**src/design/io_space_pkg.sv**
```systemverilog
// Package for the low I/O register space decoder: offsets, field masks, access kinds.
// Assumes an 8-bit core data path and I/O addresses 0x00..0x3f.
package io_space_pkg;

	// ****************************************************************
	// Address space
	// ****************************************************************
	localparam logic [5:0] BIT_OP_LAST      = 6'h1f;
	localparam logic [7:0] DATA_IO_OFFSET   = 8'h20;
	localparam logic [7:0] DATA_IO_LAST     = 8'h5f;
	localparam logic [7:0] DATA_EXT_FIRST   = 8'h60;
	localparam int         IO_LOCATIONS     = 64;

	// ****************************************************************
	// Register offsets (I/O addresses)
	// ****************************************************************
	localparam logic [5:0] PORT_B_INPUT_SENSE     = 6'h03;
	localparam logic [5:0] PORT_B_DIRECTION       = 6'h04;
	localparam logic [5:0] PORT_B_OUTPUT_LATCH    = 6'h05;
	localparam logic [5:0] PORT_C_INPUT_SENSE     = 6'h06;
	localparam logic [5:0] PORT_C_DIRECTION       = 6'h07;
	localparam logic [5:0] PORT_C_OUTPUT_LATCH    = 6'h08;
	localparam logic [5:0] PORT_D_INPUT_SENSE     = 6'h09;
	localparam logic [5:0] PORT_D_DIRECTION       = 6'h0a;
	localparam logic [5:0] PORT_D_OUTPUT_LATCH    = 6'h0b;
	localparam logic [5:0] TIMER0_FLAGS           = 6'h15;
	localparam logic [5:0] TIMER1_FLAGS           = 6'h16;
	localparam logic [5:0] TIMER2_FLAGS           = 6'h17;
	localparam logic [5:0] PIN_CHANGE_FLAGS       = 6'h1b;
	localparam logic [5:0] EXT_IRQ_FLAGS          = 6'h1c;
	localparam logic [5:0] EXT_IRQ_MASK           = 6'h1d;
	localparam logic [5:0] GENERAL_SCRATCH_0      = 6'h1e;
	localparam logic [5:0] NVM_CONTROL            = 6'h1f;
	localparam logic [5:0] NVM_DATA               = 6'h20;
	localparam logic [5:0] NVM_ADDR_LOW           = 6'h21;
	localparam logic [5:0] NVM_ADDR_HIGH          = 6'h22;
	localparam logic [5:0] TIMER_PRESCALER_CTRL   = 6'h23;
	localparam logic [5:0] TIMER0_CONTROL_A       = 6'h24;
	localparam logic [5:0] TIMER0_CONTROL_B       = 6'h25;
	localparam logic [5:0] TIMER0_COUNT           = 6'h26;
	localparam logic [5:0] TIMER0_COMPARE_A       = 6'h27;
	localparam logic [5:0] TIMER0_COMPARE_B       = 6'h28;
	localparam logic [5:0] GENERAL_SCRATCH_1      = 6'h2a;
	localparam logic [5:0] GENERAL_SCRATCH_2      = 6'h2b;
	localparam logic [5:0] SERIAL_PERIPH_CONTROL  = 6'h2c;
	localparam logic [5:0] SERIAL_PERIPH_STATUS   = 6'h2d;
	localparam logic [5:0] SERIAL_PERIPH_DATA     = 6'h2e;
	localparam logic [5:0] COMPARATOR_CTRL_STATUS = 6'h30;
	localparam logic [5:0] SLEEP_CONTROL          = 6'h33;
	localparam logic [5:0] RESET_CAUSE_FLAGS      = 6'h34;

	// ****************************************************************
	// Field masks: implemented bits and write-one-to-clear bits
	// ****************************************************************
	localparam logic [7:0] MASK_ALL          = 8'hff;
	localparam logic [7:0] MASK_PORT_C       = 8'h7f;
	localparam logic [7:0] MASK_TIMER_FLAGS  = 8'h07;
	localparam logic [7:0] MASK_TIMER1_FLAGS = 8'h27;
	localparam logic [7:0] MASK_LOW3         = 8'h07;
	localparam logic [7:0] MASK_LOW2         = 8'h03;
	localparam logic [7:0] MASK_NVM_CONTROL  = 8'h3f;
	localparam logic [7:0] MASK_NVM_ADDR_HI  = 8'h01;
	localparam logic [7:0] MASK_PRESCALER    = 8'h83;
	localparam logic [7:0] MASK_TIMER0_A     = 8'hf3;
	localparam logic [7:0] MASK_TIMER0_B     = 8'hcf;
	localparam logic [7:0] MASK_SPI_STATUS   = 8'hc1;
	localparam logic [7:0] MASK_SLEEP        = 8'h0f;
	localparam logic [7:0] MASK_RESET_CAUSE  = 8'h0f;
	localparam logic [7:0] MASK_COMPARATOR   = 8'hdf;
	localparam logic [7:0] W1C_COMPARATOR    = 8'h10;
	localparam logic [7:0] RO_SPI_STATUS     = 8'hc0;
	localparam logic [7:0] RESET_VALUE       = 8'h00;

	// ****************************************************************
	// Access kinds and carriers
	// ****************************************************************
	typedef enum logic [5:0] {
		ACC_IDLE   = 6'b000001,
		ACC_READ   = 6'b000010,
		ACC_WRITE  = 6'b000100,
		ACC_SETBIT = 6'b001000,
		ACC_CLRBIT = 6'b010000,
		ACC_TEST   = 6'b100000
	} access_kind_t;

	// One core access: kind, which path, address, data, bit select
	typedef struct packed {
		access_kind_t kind;
		logic         data_space;
		logic [7:0]   addr;
		logic [7:0]   wdata;
		logic [2:0]   bit_sel;
	} core_access_t;

	// One decoded register access on the I/O address space
	typedef struct packed {
		logic       valid;
		logic       rd;
		logic       wr;
		logic       bit_op;
		logic [5:0] io_addr;
		logic [7:0] bit_mask;
		logic [7:0] wdata;
		logic       ext;
	} io_access_t;

endpackage

```
**src/design/io_register_space_decoder.sv**
```systemverilog
// Low I/O register space of the microcontroller: decode, storage and read-back.
// Assumes the core clock and reset; peripherals raise flag events as one-cycle pulses.
// Function
// - Registers at I/O 0x00..0x1f accept single-bit set and clear operations.
// - Bit-accessible registers let the core test one bit for a skip decision.
// - Status flags clear on writing one, and writing zero leaves them alone; reset cause flags at 0x34 clear on writing zero.
// - A bit set or clear touches only the addressed bit, sparing other flags.
// - Bit set and clear act only on I/O 0x00..0x1f, never higher.
// - Short I/O reads and writes use I/O addresses 0x00..0x3f.
// - Data-space access reaches each register at its I/O address plus 0x20.
// - The short I/O opcode field reaches 64 locations and no more.
// - Extended registers at data 0x60..0xff are reached only by data-space access.
// - Port D latch sits at 0x0b with eight bits, direction at 0x0a, sense at 0x09.
// - Port C latch at 0x08 holds bits 6..0 only; bit 7 is reserved.
`timescale 1ns/1ps
`default_nettype none
module io_register_space_decoder (
	// Clock and reset
	input  wire logic                       I_MCLK,
	input  wire logic                       I_RSTN,
	// Core access
	input  wire io_space_pkg::core_access_t I_ACC,
	output logic      [7:0]                 O_RDATA,
	output logic                            O_BIT_TRUE,
	output logic                            O_EXT_SEL,
	// Port pins
	input  wire logic [7:0]                 I_PORT_B_PINS,
	input  wire logic [7:0]                 I_PORT_C_PINS,
	input  wire logic [7:0]                 I_PORT_D_PINS,
	output logic      [7:0]                 O_PORT_B_OUT,
	output logic      [7:0]                 O_PORT_B_OE,
	output logic      [7:0]                 O_PORT_C_OUT,
	output logic      [7:0]                 O_PORT_C_OE,
	output logic      [7:0]                 O_PORT_D_OUT,
	output logic      [7:0]                 O_PORT_D_OE,
	// Flag events from peripherals
	input  wire logic [7:0]                 I_TIMER0_EVT,
	input  wire logic [7:0]                 I_TIMER1_EVT,
	input  wire logic [7:0]                 I_TIMER2_EVT,
	input  wire logic [7:0]                 I_PIN_CHANGE_EVT,
	input  wire logic [7:0]                 I_EXT_IRQ_EVT,
	input  wire logic [7:0]                 I_SPI_STATUS_EVT,
	input  wire logic [7:0]                 I_COMPARATOR_EVT,
	input  wire logic [7:0]                 I_RESET_CAUSE_EVT,
	// Plain control registers to peripherals
	output logic      [7:0]                 O_EXT_IRQ_MASK,
	output logic      [7:0]                 O_NVM_CONTROL,
	output logic      [7:0]                 O_NVM_DATA,
	output logic      [15:0]                O_NVM_ADDR,
	output logic      [7:0]                 O_TIMER_PRESCALER,
	output logic      [7:0]                 O_TIMER0_CONTROL_A,
	output logic      [7:0]                 O_TIMER0_CONTROL_B,
	output logic      [7:0]                 O_TIMER0_COUNT,
	output logic      [7:0]                 O_TIMER0_COMPARE_A,
	output logic      [7:0]                 O_TIMER0_COMPARE_B,
	output logic      [7:0]                 O_SPI_CONTROL,
	output logic      [7:0]                 O_SPI_DATA,
	output logic      [7:0]                 O_SLEEP_CONTROL
);

	// ****************************************************************
	// Register table
	// ****************************************************************
	localparam int NREG = 32;

	typedef enum logic [1:0] {
		KIND_RW  = 2'h0,
		KIND_RO  = 2'h1,
		KIND_W1C = 2'h2,
		KIND_NONE = 2'h3
	} reg_kind_t;

	// Per slot: address, implemented bits, kind
	localparam logic [5:0] SLOT_ADDR [NREG] = '{
		io_space_pkg::PORT_B_INPUT_SENSE, io_space_pkg::PORT_B_DIRECTION,
		io_space_pkg::PORT_B_OUTPUT_LATCH, io_space_pkg::PORT_C_INPUT_SENSE,
		io_space_pkg::PORT_C_DIRECTION, io_space_pkg::PORT_C_OUTPUT_LATCH,
		io_space_pkg::PORT_D_INPUT_SENSE, io_space_pkg::PORT_D_DIRECTION,
		io_space_pkg::PORT_D_OUTPUT_LATCH, io_space_pkg::TIMER0_FLAGS,
		io_space_pkg::TIMER1_FLAGS, io_space_pkg::TIMER2_FLAGS,
		io_space_pkg::PIN_CHANGE_FLAGS, io_space_pkg::EXT_IRQ_FLAGS,
		io_space_pkg::EXT_IRQ_MASK, io_space_pkg::GENERAL_SCRATCH_0,
		io_space_pkg::NVM_CONTROL, io_space_pkg::NVM_DATA,
		io_space_pkg::NVM_ADDR_LOW, io_space_pkg::NVM_ADDR_HIGH,
		io_space_pkg::TIMER_PRESCALER_CTRL, io_space_pkg::TIMER0_CONTROL_A,
		io_space_pkg::TIMER0_CONTROL_B, io_space_pkg::TIMER0_COUNT,
		io_space_pkg::TIMER0_COMPARE_A, io_space_pkg::TIMER0_COMPARE_B,
		io_space_pkg::GENERAL_SCRATCH_1, io_space_pkg::GENERAL_SCRATCH_2,
		io_space_pkg::SERIAL_PERIPH_CONTROL, io_space_pkg::SERIAL_PERIPH_STATUS,
		io_space_pkg::SERIAL_PERIPH_DATA, io_space_pkg::COMPARATOR_CTRL_STATUS
	};
	localparam logic [7:0] SLOT_MASK [NREG] = '{
		io_space_pkg::MASK_ALL, io_space_pkg::MASK_ALL, io_space_pkg::MASK_ALL,
		io_space_pkg::MASK_PORT_C, io_space_pkg::MASK_PORT_C, io_space_pkg::MASK_PORT_C,
		io_space_pkg::MASK_ALL, io_space_pkg::MASK_ALL, io_space_pkg::MASK_ALL,
		io_space_pkg::MASK_TIMER_FLAGS, io_space_pkg::MASK_TIMER1_FLAGS,
		io_space_pkg::MASK_TIMER_FLAGS, io_space_pkg::MASK_LOW3,
		io_space_pkg::MASK_LOW2, io_space_pkg::MASK_LOW2, io_space_pkg::MASK_ALL,
		io_space_pkg::MASK_NVM_CONTROL, io_space_pkg::MASK_ALL, io_space_pkg::MASK_ALL,
		io_space_pkg::MASK_NVM_ADDR_HI, io_space_pkg::MASK_PRESCALER,
		io_space_pkg::MASK_TIMER0_A, io_space_pkg::MASK_TIMER0_B,
		io_space_pkg::MASK_ALL, io_space_pkg::MASK_ALL, io_space_pkg::MASK_ALL,
		io_space_pkg::MASK_ALL, io_space_pkg::MASK_ALL, io_space_pkg::MASK_ALL,
		io_space_pkg::MASK_SPI_STATUS, io_space_pkg::MASK_ALL,
		io_space_pkg::MASK_COMPARATOR
	};
	localparam reg_kind_t SLOT_KIND [NREG] = '{
		KIND_RO, KIND_RW, KIND_RW, KIND_RO, KIND_RW, KIND_RW, KIND_RO, KIND_RW,
		KIND_RW, KIND_W1C, KIND_W1C, KIND_W1C, KIND_W1C, KIND_W1C, KIND_RW,
		KIND_RW, KIND_RW, KIND_RW, KIND_RW, KIND_RW, KIND_RW, KIND_RW, KIND_RW,
		KIND_RW, KIND_RW, KIND_RW, KIND_RW, KIND_RW, KIND_RW, KIND_W1C, KIND_RW,
		KIND_RW
	};

	// ****************************************************************
	// Decode and pin sampling
	// ****************************************************************
	io_space_pkg::io_access_t io;
	logic [23:0]              pins_sync;
	logic [7:0]               regs [NREG];
	logic [7:0]               reset_cause;
	logic [7:0]               slot_evt [NREG];
	logic [7:0]               rd_mux;

	io_access_decoder u_decode (
		.i_acc (I_ACC),
		.o_io  (io)
	);

	io_pin_sync u_sync (
		.i_clk  (I_MCLK),
		.i_rstn (I_RSTN),
		.i_pins ({I_PORT_D_PINS, I_PORT_C_PINS, I_PORT_B_PINS}),
		.o_pins (pins_sync)
	);

	always_comb begin
		for (int k = 0; k < NREG; k++) begin
			slot_evt[k] = '0;
		end
		slot_evt[9]  = I_TIMER0_EVT;
		slot_evt[10] = I_TIMER1_EVT;
		slot_evt[11] = I_TIMER2_EVT;
		slot_evt[12] = I_PIN_CHANGE_EVT;
		slot_evt[13] = I_EXT_IRQ_EVT;
		slot_evt[29] = I_SPI_STATUS_EVT;
		slot_evt[31] = I_COMPARATOR_EVT;
	end

	// ****************************************************************
	// Register storage, one slot per generate entry
	// ****************************************************************
	genvar g;
	generate
		for (g = 0; g < NREG; g++) begin : gen_slot
			logic       hit;
			logic [7:0] wr_val;
			logic [7:0] w1c_bits;
			logic [7:0] next_val;
			assign hit = io.wr && io.io_addr == SLOT_ADDR[g];
			always_comb begin
				wr_val   = regs[g];
				w1c_bits = '0;
				if (io.bit_op) begin
					// Only the selected bit moves; flags elsewhere untouched
					if (I_ACC.kind == io_space_pkg::ACC_SETBIT) begin
						wr_val   = regs[g] | io.bit_mask;
						w1c_bits = io.bit_mask;
					end else begin
						wr_val = regs[g] & ~io.bit_mask;
					end
				end else begin
					wr_val   = io.wdata;
					w1c_bits = io.wdata;
				end
				next_val = regs[g];
				if (SLOT_KIND[g] == KIND_W1C) begin
					if (hit) begin
						next_val = regs[g] & ~w1c_bits;
					end
					if (g == 29 && hit) begin
						next_val = (next_val & io_space_pkg::RO_SPI_STATUS)
						         | (wr_val & ~io_space_pkg::RO_SPI_STATUS);
					end
					// Event wins over a same-cycle clear
					next_val = next_val | slot_evt[g];
				end else if (SLOT_KIND[g] == KIND_RW) begin
					if (hit) begin
						next_val = wr_val;
					end
					if (g == 31) begin
						if (hit) begin
							next_val = (wr_val & ~io_space_pkg::W1C_COMPARATOR)
							         | (regs[g] & ~w1c_bits
							            & io_space_pkg::W1C_COMPARATOR);
						end
						next_val = next_val | (slot_evt[g] & io_space_pkg::W1C_COMPARATOR);
					end
				end else begin
					// Modulo keeps the slice in range for slots that never take this branch
					next_val = pins_sync[((g/3)%3)*8 +: 8];
				end
				next_val = next_val & SLOT_MASK[g];
			end
			always_ff @(posedge I_MCLK or negedge I_RSTN) begin
				if (!I_RSTN) begin
					regs[g] <= io_space_pkg::RESET_VALUE;
				end else begin
					regs[g] <= next_val;
				end
			end
		end
	endgenerate

	// Reset cause: sticky, cleared by writing zero to a bit (not a bit-op range)
	always_ff @(posedge I_MCLK or negedge I_RSTN) begin
		if (!I_RSTN) begin
			reset_cause <= io_space_pkg::RESET_VALUE;
		end else if (io.wr && io.io_addr == io_space_pkg::RESET_CAUSE_FLAGS) begin
			reset_cause <= ((reset_cause & io.wdata) | I_RESET_CAUSE_EVT)
			             & io_space_pkg::MASK_RESET_CAUSE;
		end else begin
			reset_cause <= (reset_cause | I_RESET_CAUSE_EVT) & io_space_pkg::MASK_RESET_CAUSE;
		end
	end

	// Sleep control lives outside the table: it sits past the bit-op range
	logic [7:0] sleep_ctrl;
	always_ff @(posedge I_MCLK or negedge I_RSTN) begin
		if (!I_RSTN) begin
			sleep_ctrl <= io_space_pkg::RESET_VALUE;
		end else if (io.wr && io.io_addr == io_space_pkg::SLEEP_CONTROL) begin
			sleep_ctrl <= io.wdata & io_space_pkg::MASK_SLEEP;
		end
	end

	// ****************************************************************
	// Read-back and bit test
	// ****************************************************************
	always_comb begin
		rd_mux = '0;
		for (int k = 0; k < NREG; k++) begin
			if (io.io_addr == SLOT_ADDR[k]) begin
				rd_mux = regs[k];
			end
		end
		if (io.io_addr == io_space_pkg::RESET_CAUSE_FLAGS) begin
			rd_mux = reset_cause;
		end
		if (io.io_addr == io_space_pkg::SLEEP_CONTROL) begin
			rd_mux = sleep_ctrl;
		end
	end

	always_ff @(posedge I_MCLK or negedge I_RSTN) begin
		if (!I_RSTN) begin
			O_RDATA    <= '0;
			O_BIT_TRUE <= 1'b0;
			O_EXT_SEL  <= 1'b0;
		end else begin
			O_RDATA    <= (io.rd && !io.bit_op) ? rd_mux : 8'h00;
			// High when the tested bit is one; core skips on set or clear
			O_BIT_TRUE <= io.rd && io.bit_op && |(rd_mux & io.bit_mask);
			O_EXT_SEL  <= io.ext;
		end
	end

	// ****************************************************************
	// Outputs
	// ****************************************************************
	assign O_PORT_B_OE        = regs[1];
	assign O_PORT_B_OUT       = regs[2];
	assign O_PORT_C_OE        = regs[4];
	assign O_PORT_C_OUT       = regs[5];
	assign O_PORT_D_OE        = regs[7];
	assign O_PORT_D_OUT       = regs[8];
	assign O_EXT_IRQ_MASK     = regs[14];
	assign O_NVM_CONTROL      = regs[16];
	assign O_NVM_DATA         = regs[17];
	assign O_NVM_ADDR         = {regs[19], regs[18]};
	assign O_TIMER_PRESCALER  = regs[20];
	assign O_TIMER0_CONTROL_A = regs[21];
	assign O_TIMER0_CONTROL_B = regs[22];
	assign O_TIMER0_COUNT     = regs[23];
	assign O_TIMER0_COMPARE_A = regs[24];
	assign O_TIMER0_COMPARE_B = regs[25];
	assign O_SPI_CONTROL      = regs[28];
	assign O_SPI_DATA         = regs[30];
	assign O_SLEEP_CONTROL    = sleep_ctrl;

endmodule
`default_nettype wire

```
**src/design/io_access_decoder.sv**
```systemverilog
// Address decoder: turns a core access into an I/O space access.
// Assumes the core presents one access per cycle, from the same clock.
`timescale 1ns/1ps
`default_nettype none
module io_access_decoder (
	// Core access
	input  wire io_space_pkg::core_access_t i_acc,
	// Decoded access
	output io_space_pkg::io_access_t        o_io
);
	logic [7:0] io_addr8;
	logic       in_io;
	logic       bit_ok;

	always_comb begin
		o_io = '0;
		// Data path sees register at I/O address plus offset
		io_addr8 = i_acc.data_space ? (i_acc.addr - io_space_pkg::DATA_IO_OFFSET)
		                            : i_acc.addr;
		// Short I/O opcodes carry a 6-bit field: only 64 locations reachable
		in_io = i_acc.data_space
		      ? (i_acc.addr >= io_space_pkg::DATA_IO_OFFSET
		         && i_acc.addr <= io_space_pkg::DATA_IO_LAST)
		      : (i_acc.addr[7:6] == 2'b00);
		bit_ok = !i_acc.data_space && in_io
		      && io_addr8[5:0] <= io_space_pkg::BIT_OP_LAST;
		o_io.io_addr  = io_addr8[5:0];
		o_io.wdata    = i_acc.wdata;
		o_io.bit_mask = 8'h01 << i_acc.bit_sel;
		// Extended space only through data-space loads and stores; idle is no access
		o_io.ext = i_acc.data_space
		         && (i_acc.kind == io_space_pkg::ACC_READ
		             || i_acc.kind == io_space_pkg::ACC_WRITE)
		         && i_acc.addr >= io_space_pkg::DATA_EXT_FIRST;
		unique case (i_acc.kind)
			io_space_pkg::ACC_IDLE: begin
			end
			io_space_pkg::ACC_READ: begin
				o_io.valid = in_io;
				o_io.rd    = in_io;
			end
			io_space_pkg::ACC_WRITE: begin
				o_io.valid = in_io;
				o_io.wr    = in_io;
			end
			io_space_pkg::ACC_SETBIT, io_space_pkg::ACC_CLRBIT: begin
				o_io.valid  = bit_ok;
				o_io.wr     = bit_ok;
				o_io.bit_op = bit_ok;
			end
			io_space_pkg::ACC_TEST: begin
				o_io.valid  = bit_ok;
				o_io.rd     = bit_ok;
				o_io.bit_op = bit_ok;
			end
			default: begin
			end
		endcase
	end
endmodule
`default_nettype wire

```
**src/design/io_pin_sync.sv**
```systemverilog
// Two-flop synchroniser for the three port input buses.
// Assumes pins are asynchronous to the core clock.
`timescale 1ns/1ps
`default_nettype none
module io_pin_sync (
	// Clock and reset
	input  wire logic        i_clk,
	input  wire logic        i_rstn,
	// Pins
	input  wire logic [23:0] i_pins,
	// Synchronised
	output logic      [23:0] o_pins
);
	logic [23:0] meta;

	always_ff @(posedge i_clk or negedge i_rstn) begin
		if (!i_rstn) begin
			meta   <= '0;
			o_pins <= '0;
		end else begin
			meta   <= i_pins;
			o_pins <= meta;
		end
	end
endmodule
`default_nettype wire

```
**config.mk**
```make
export PLATFORM = sky130hd
export DESIGN_NAME = io_register_space_decoder
export DESIGN_NICKNAME = d
export VERILOG_FILES = /design/src/design/io_space_pkg.sv /design/src/design/io_register_space_decoder.sv /design/src/design/io_access_decoder.sv /design/src/design/io_pin_sync.sv
export SDC_FILE = /design/constraint.sdc
export NUM_CORES = 1
export LEC_CHECK = 0
export BUFFER_PORTS_ARGS = -buffer_cell sky130_fd_sc_hd__buf_2
export CORE_ASPECT_RATIO = 0.75
export CORE_MARGIN = 3
export CORE_UTILIZATION = 50
export CTS_CLUSTER_DIAMETER = 40
export DETAILED_ROUTE_END_ITERATION = 10
export GPL_TIMING_DRIVEN = 0
export PLACE_DENSITY = 0.74
export SYNTH_ARGS = -nofsm -noshare
export SYNTH_HDL_FRONTEND = slang
export SYNTH_SLANG_ARGS = --single-unit
```
**constraint.sdc**
```tcl
create_clock -name I_MCLK -period 2.53 [get_ports I_MCLK]
set_input_delay 0.3795 -clock I_MCLK [delete_from_list [all_inputs] [get_ports I_MCLK]]
set_output_delay 0.3795 -clock I_MCLK [all_outputs]
set_load 0.005 [all_outputs]
```
==> metrics <==
first drt pass iteration count=6; setup violators final=7; Synth cell types=85; post-detail-place hpwl=45.9 mm; Synth area leaders=dfrtp_1 (49%), buf_4 (8.9%), a21oi_1 (5.9%); Hold WC Path Type=input pin to flip-flop; area grow syn2layout=30.4%; Worst Skew=between 0.02 and 0.03 ns; Detail Route Antenna Nets=0; Final Util=0.670; commonest cells after routing, fill and taps aside=dfrtp_1 (261), buf_2 (228), buf_4 (205); pre-CTS WS=-1.67 ns; Reg clk slew, reported paths=about 0.06 ns; worst slew pin tran=between 1 and 1.5 ns; total CTS buffers=30; RSZ-0062 raised after global routing=yes; period utilization=1.08; CP peak stage delay=0.45 ns; I/O pin count=approximately 290; area of the multi-input gates=0.00593 mm^2; r2r setup slk=-0.18 ns; final WL=between 60 and 70 mm; share of the synthesized area in the top cell type=0.485; ys async rst share=1.00; final hold viol count=1; CTS H-tree depth=1; first-pass GRT wire length=~91 mm; # clock sinks=262; initial antenna violation count=2; drt via density=around 6.5; critical path type=input pin to flip-flop; Leak=around 8.4 nW; Mean Syn Cell Area=approximately 9.4 um^2; status=finished, violations left; Peak VDD IR=about 0.66 mV; Post-Layout Inst Area=0.0176 mm^2; total gr overflow=0; Die W=between 150 and 200 um; worst endpoint data arrival time=around 3.2 ns; crit path capture type=flip-flop; Core ar.=0.0263 mm^2; initial drt markers=just over 2000; FF+latch count, synth=roughly 260; via count=13900; IO Port Bufs=209; # DRC=0; critical path, cell by cell=buf_4, buf_6, nor2b_2, a211oi_1, a211o_1, o211ai_1, o2111ai_1, o221a_2, a2111oi_2, o31ai_2, o221ai_2; Max Root-Sink Buffers=3; TritonCTS clock tree=done; Data required, critical path=slightly above 3 ns; CP max-delay cell=nor2b_2; Setup WS post-layout=-0.195 ns; failing checks=negative hold slack, negative setup slack; share of cells above drive strength 1=0.361; Std-Cell Rows=51; Cell Pwr Density=between 500 and 600 mW/mm^2; placer's final routability congestion estimate=~1.1; final count of pins violating max slew=0; Post-synth EDFFs=0; register area share after synthesis=0.485; top cell type by total area after synthesis=dfrtp_1; Setup crit start kind=input pin; Yosys warnings=0; vias in the first global route=13200; GRT Util Overall=0.431; Netlist Area Pre-Place=~0.014 mm^2; max_slew headroom=0.277; fill cell count=a little under 2000; Synth Flop Type=dfrtp_1; Final #Nets=1896; DIE HEIGHT=approximately 150 um; worst-path maximum fanout=10; Clk Latency, worst-skew pair=a little under 0.6 ns; placed inst area=about 0.015 mm^2; pin count of the biggest net entering global routing=approximately 120; CTS root buf=clkbuf_16; starting density of the core=0.514; min Tclk post-route=about 2.7 ns; f_max=around 370 MHz; MaxCap Viol Count=0; drt wl/cell=30.1 um; Mapped Cells=around 1400; commonest non-fill, non-tap cell in the layout=dfrtp_1; Die ar.=slightly below 0.03 mm^2; hold_ws=-0.00327 ns; register area=approximately 0.0066 mm^2
==> final cells by class <==
class	instances	area share
repair buffers	286	0.103
well taps	344	0.0244
multi-input cells	940	0.336
flip-flops and latches	262	0.372
clock inverters	20	0.0131
plain buffers	251	0.103
clock buffers	36	0.0450
inverters	9	0.00249
diodes	1	0.000142
==> cell families (layout without fill, tap and decap cells) <==
| kind of cell | count (synthesis) | in the layout | synth area share |
|---|---|---|---|
| AOI/OAI and AO/OA | 460 | 460 | 0.211 |
| and+or+nand+nor | 420 | 420 | 0.154 |
| buffers and inverters | 265 | 602 | 0.124 |
| DFF | 262 | 262 | 0.485 |
| muxes | 23 | 23 | 0.0197 |
| xor gates and xnor gates | 7 | 7 | 0.00509 |
| other | 1 | 31 | 0.000278 |
==> worst paths after layout <==
check,startpoint,end,depth (start not counted)
setup / recovery,I_ACC[12],O_BIT_TRUE,11
hold / removal,I_PIN_CHANGE_EVT[2],regs[154],2
setup reg to reg,flip-flop,O_BIT_TRUE,9
hold reg to reg,u_sync.meta[21],u_sync.o_pins[21],0
max in group asynchronous,I_RSTN,asynchronous set/reset pin,3
min in group asynchronous,I_RSTN,asynchronous set/reset pin,2
==> what timing repair did <==
action                     4_1_cts  5_1_grt
setup endpoints to repair      182      130
buffers inserted                14       20
pin swaps                       11       23
hold buffers                    40        0
hold endpoints to repair        57        0
cloned                           0        0
gates resized for setup        125      106
==> synth_stat cells, types with 16 or more instances <==
| cell type | number |
|---|---|
| dfrtp_1 | 262 |
| buf_2 | 43 |
| nor2b_1 | 20 |
| a31oi_1 | 55 |
| clkbuf_1 | 42 |
| nand2b_1 | 31 |
| a211oi_1 | 16 |
| nand3_1 | 26 |
| a21oi_1 | 159 |
| o21ai_0 | 105 |
| nor3_1 | 23 |
| nand2_1 | 114 |
| buf_4 | 160 |
| nor2_1 | 130 |
==> metal layers <==
metal,up-vias,track usage,share of wire
met5,-,0,0.00020
met4,2,0.158,0.046
met3,207,0.168,0.16
met2,1279,0.604,0.40
met1,6736,0.607,0.39
li1,5660,-,-
==> metrics by stage <==
stage / total power, W / cells / setup TNS, ns
global route: 0.0102 / 2148 / -0.927
detailed placement: 0.00538 / 2023 / -191.33
CTS: 0.00988 / 2130 / -0.324
finish: 0.0101 / 2149 / -0.659
global placement: 0.00536 / 2020 / -1043.06
floorplan: 0.00485 / 1467 / 0
==> worst max-delay path: cells and delay by family <==
| family | cells | cell delay (ns) |
|---|---|---|
| AO/OA/AOI/OAI | 8 | 2.04 |
| AND/OR/NAND/NOR | 1 | 0.45 |
| buffers and inverters | 2 | 0.34 |
==> where the power goes <==
part           internal (W)  switching, W
Clock               0.00251       0.00198
Combinational      0.000424      0.000838
Sequential          0.00426     0.0000452
Total               0.00720       0.00286
Note: power is estimated with default switching activity, not from simulation.
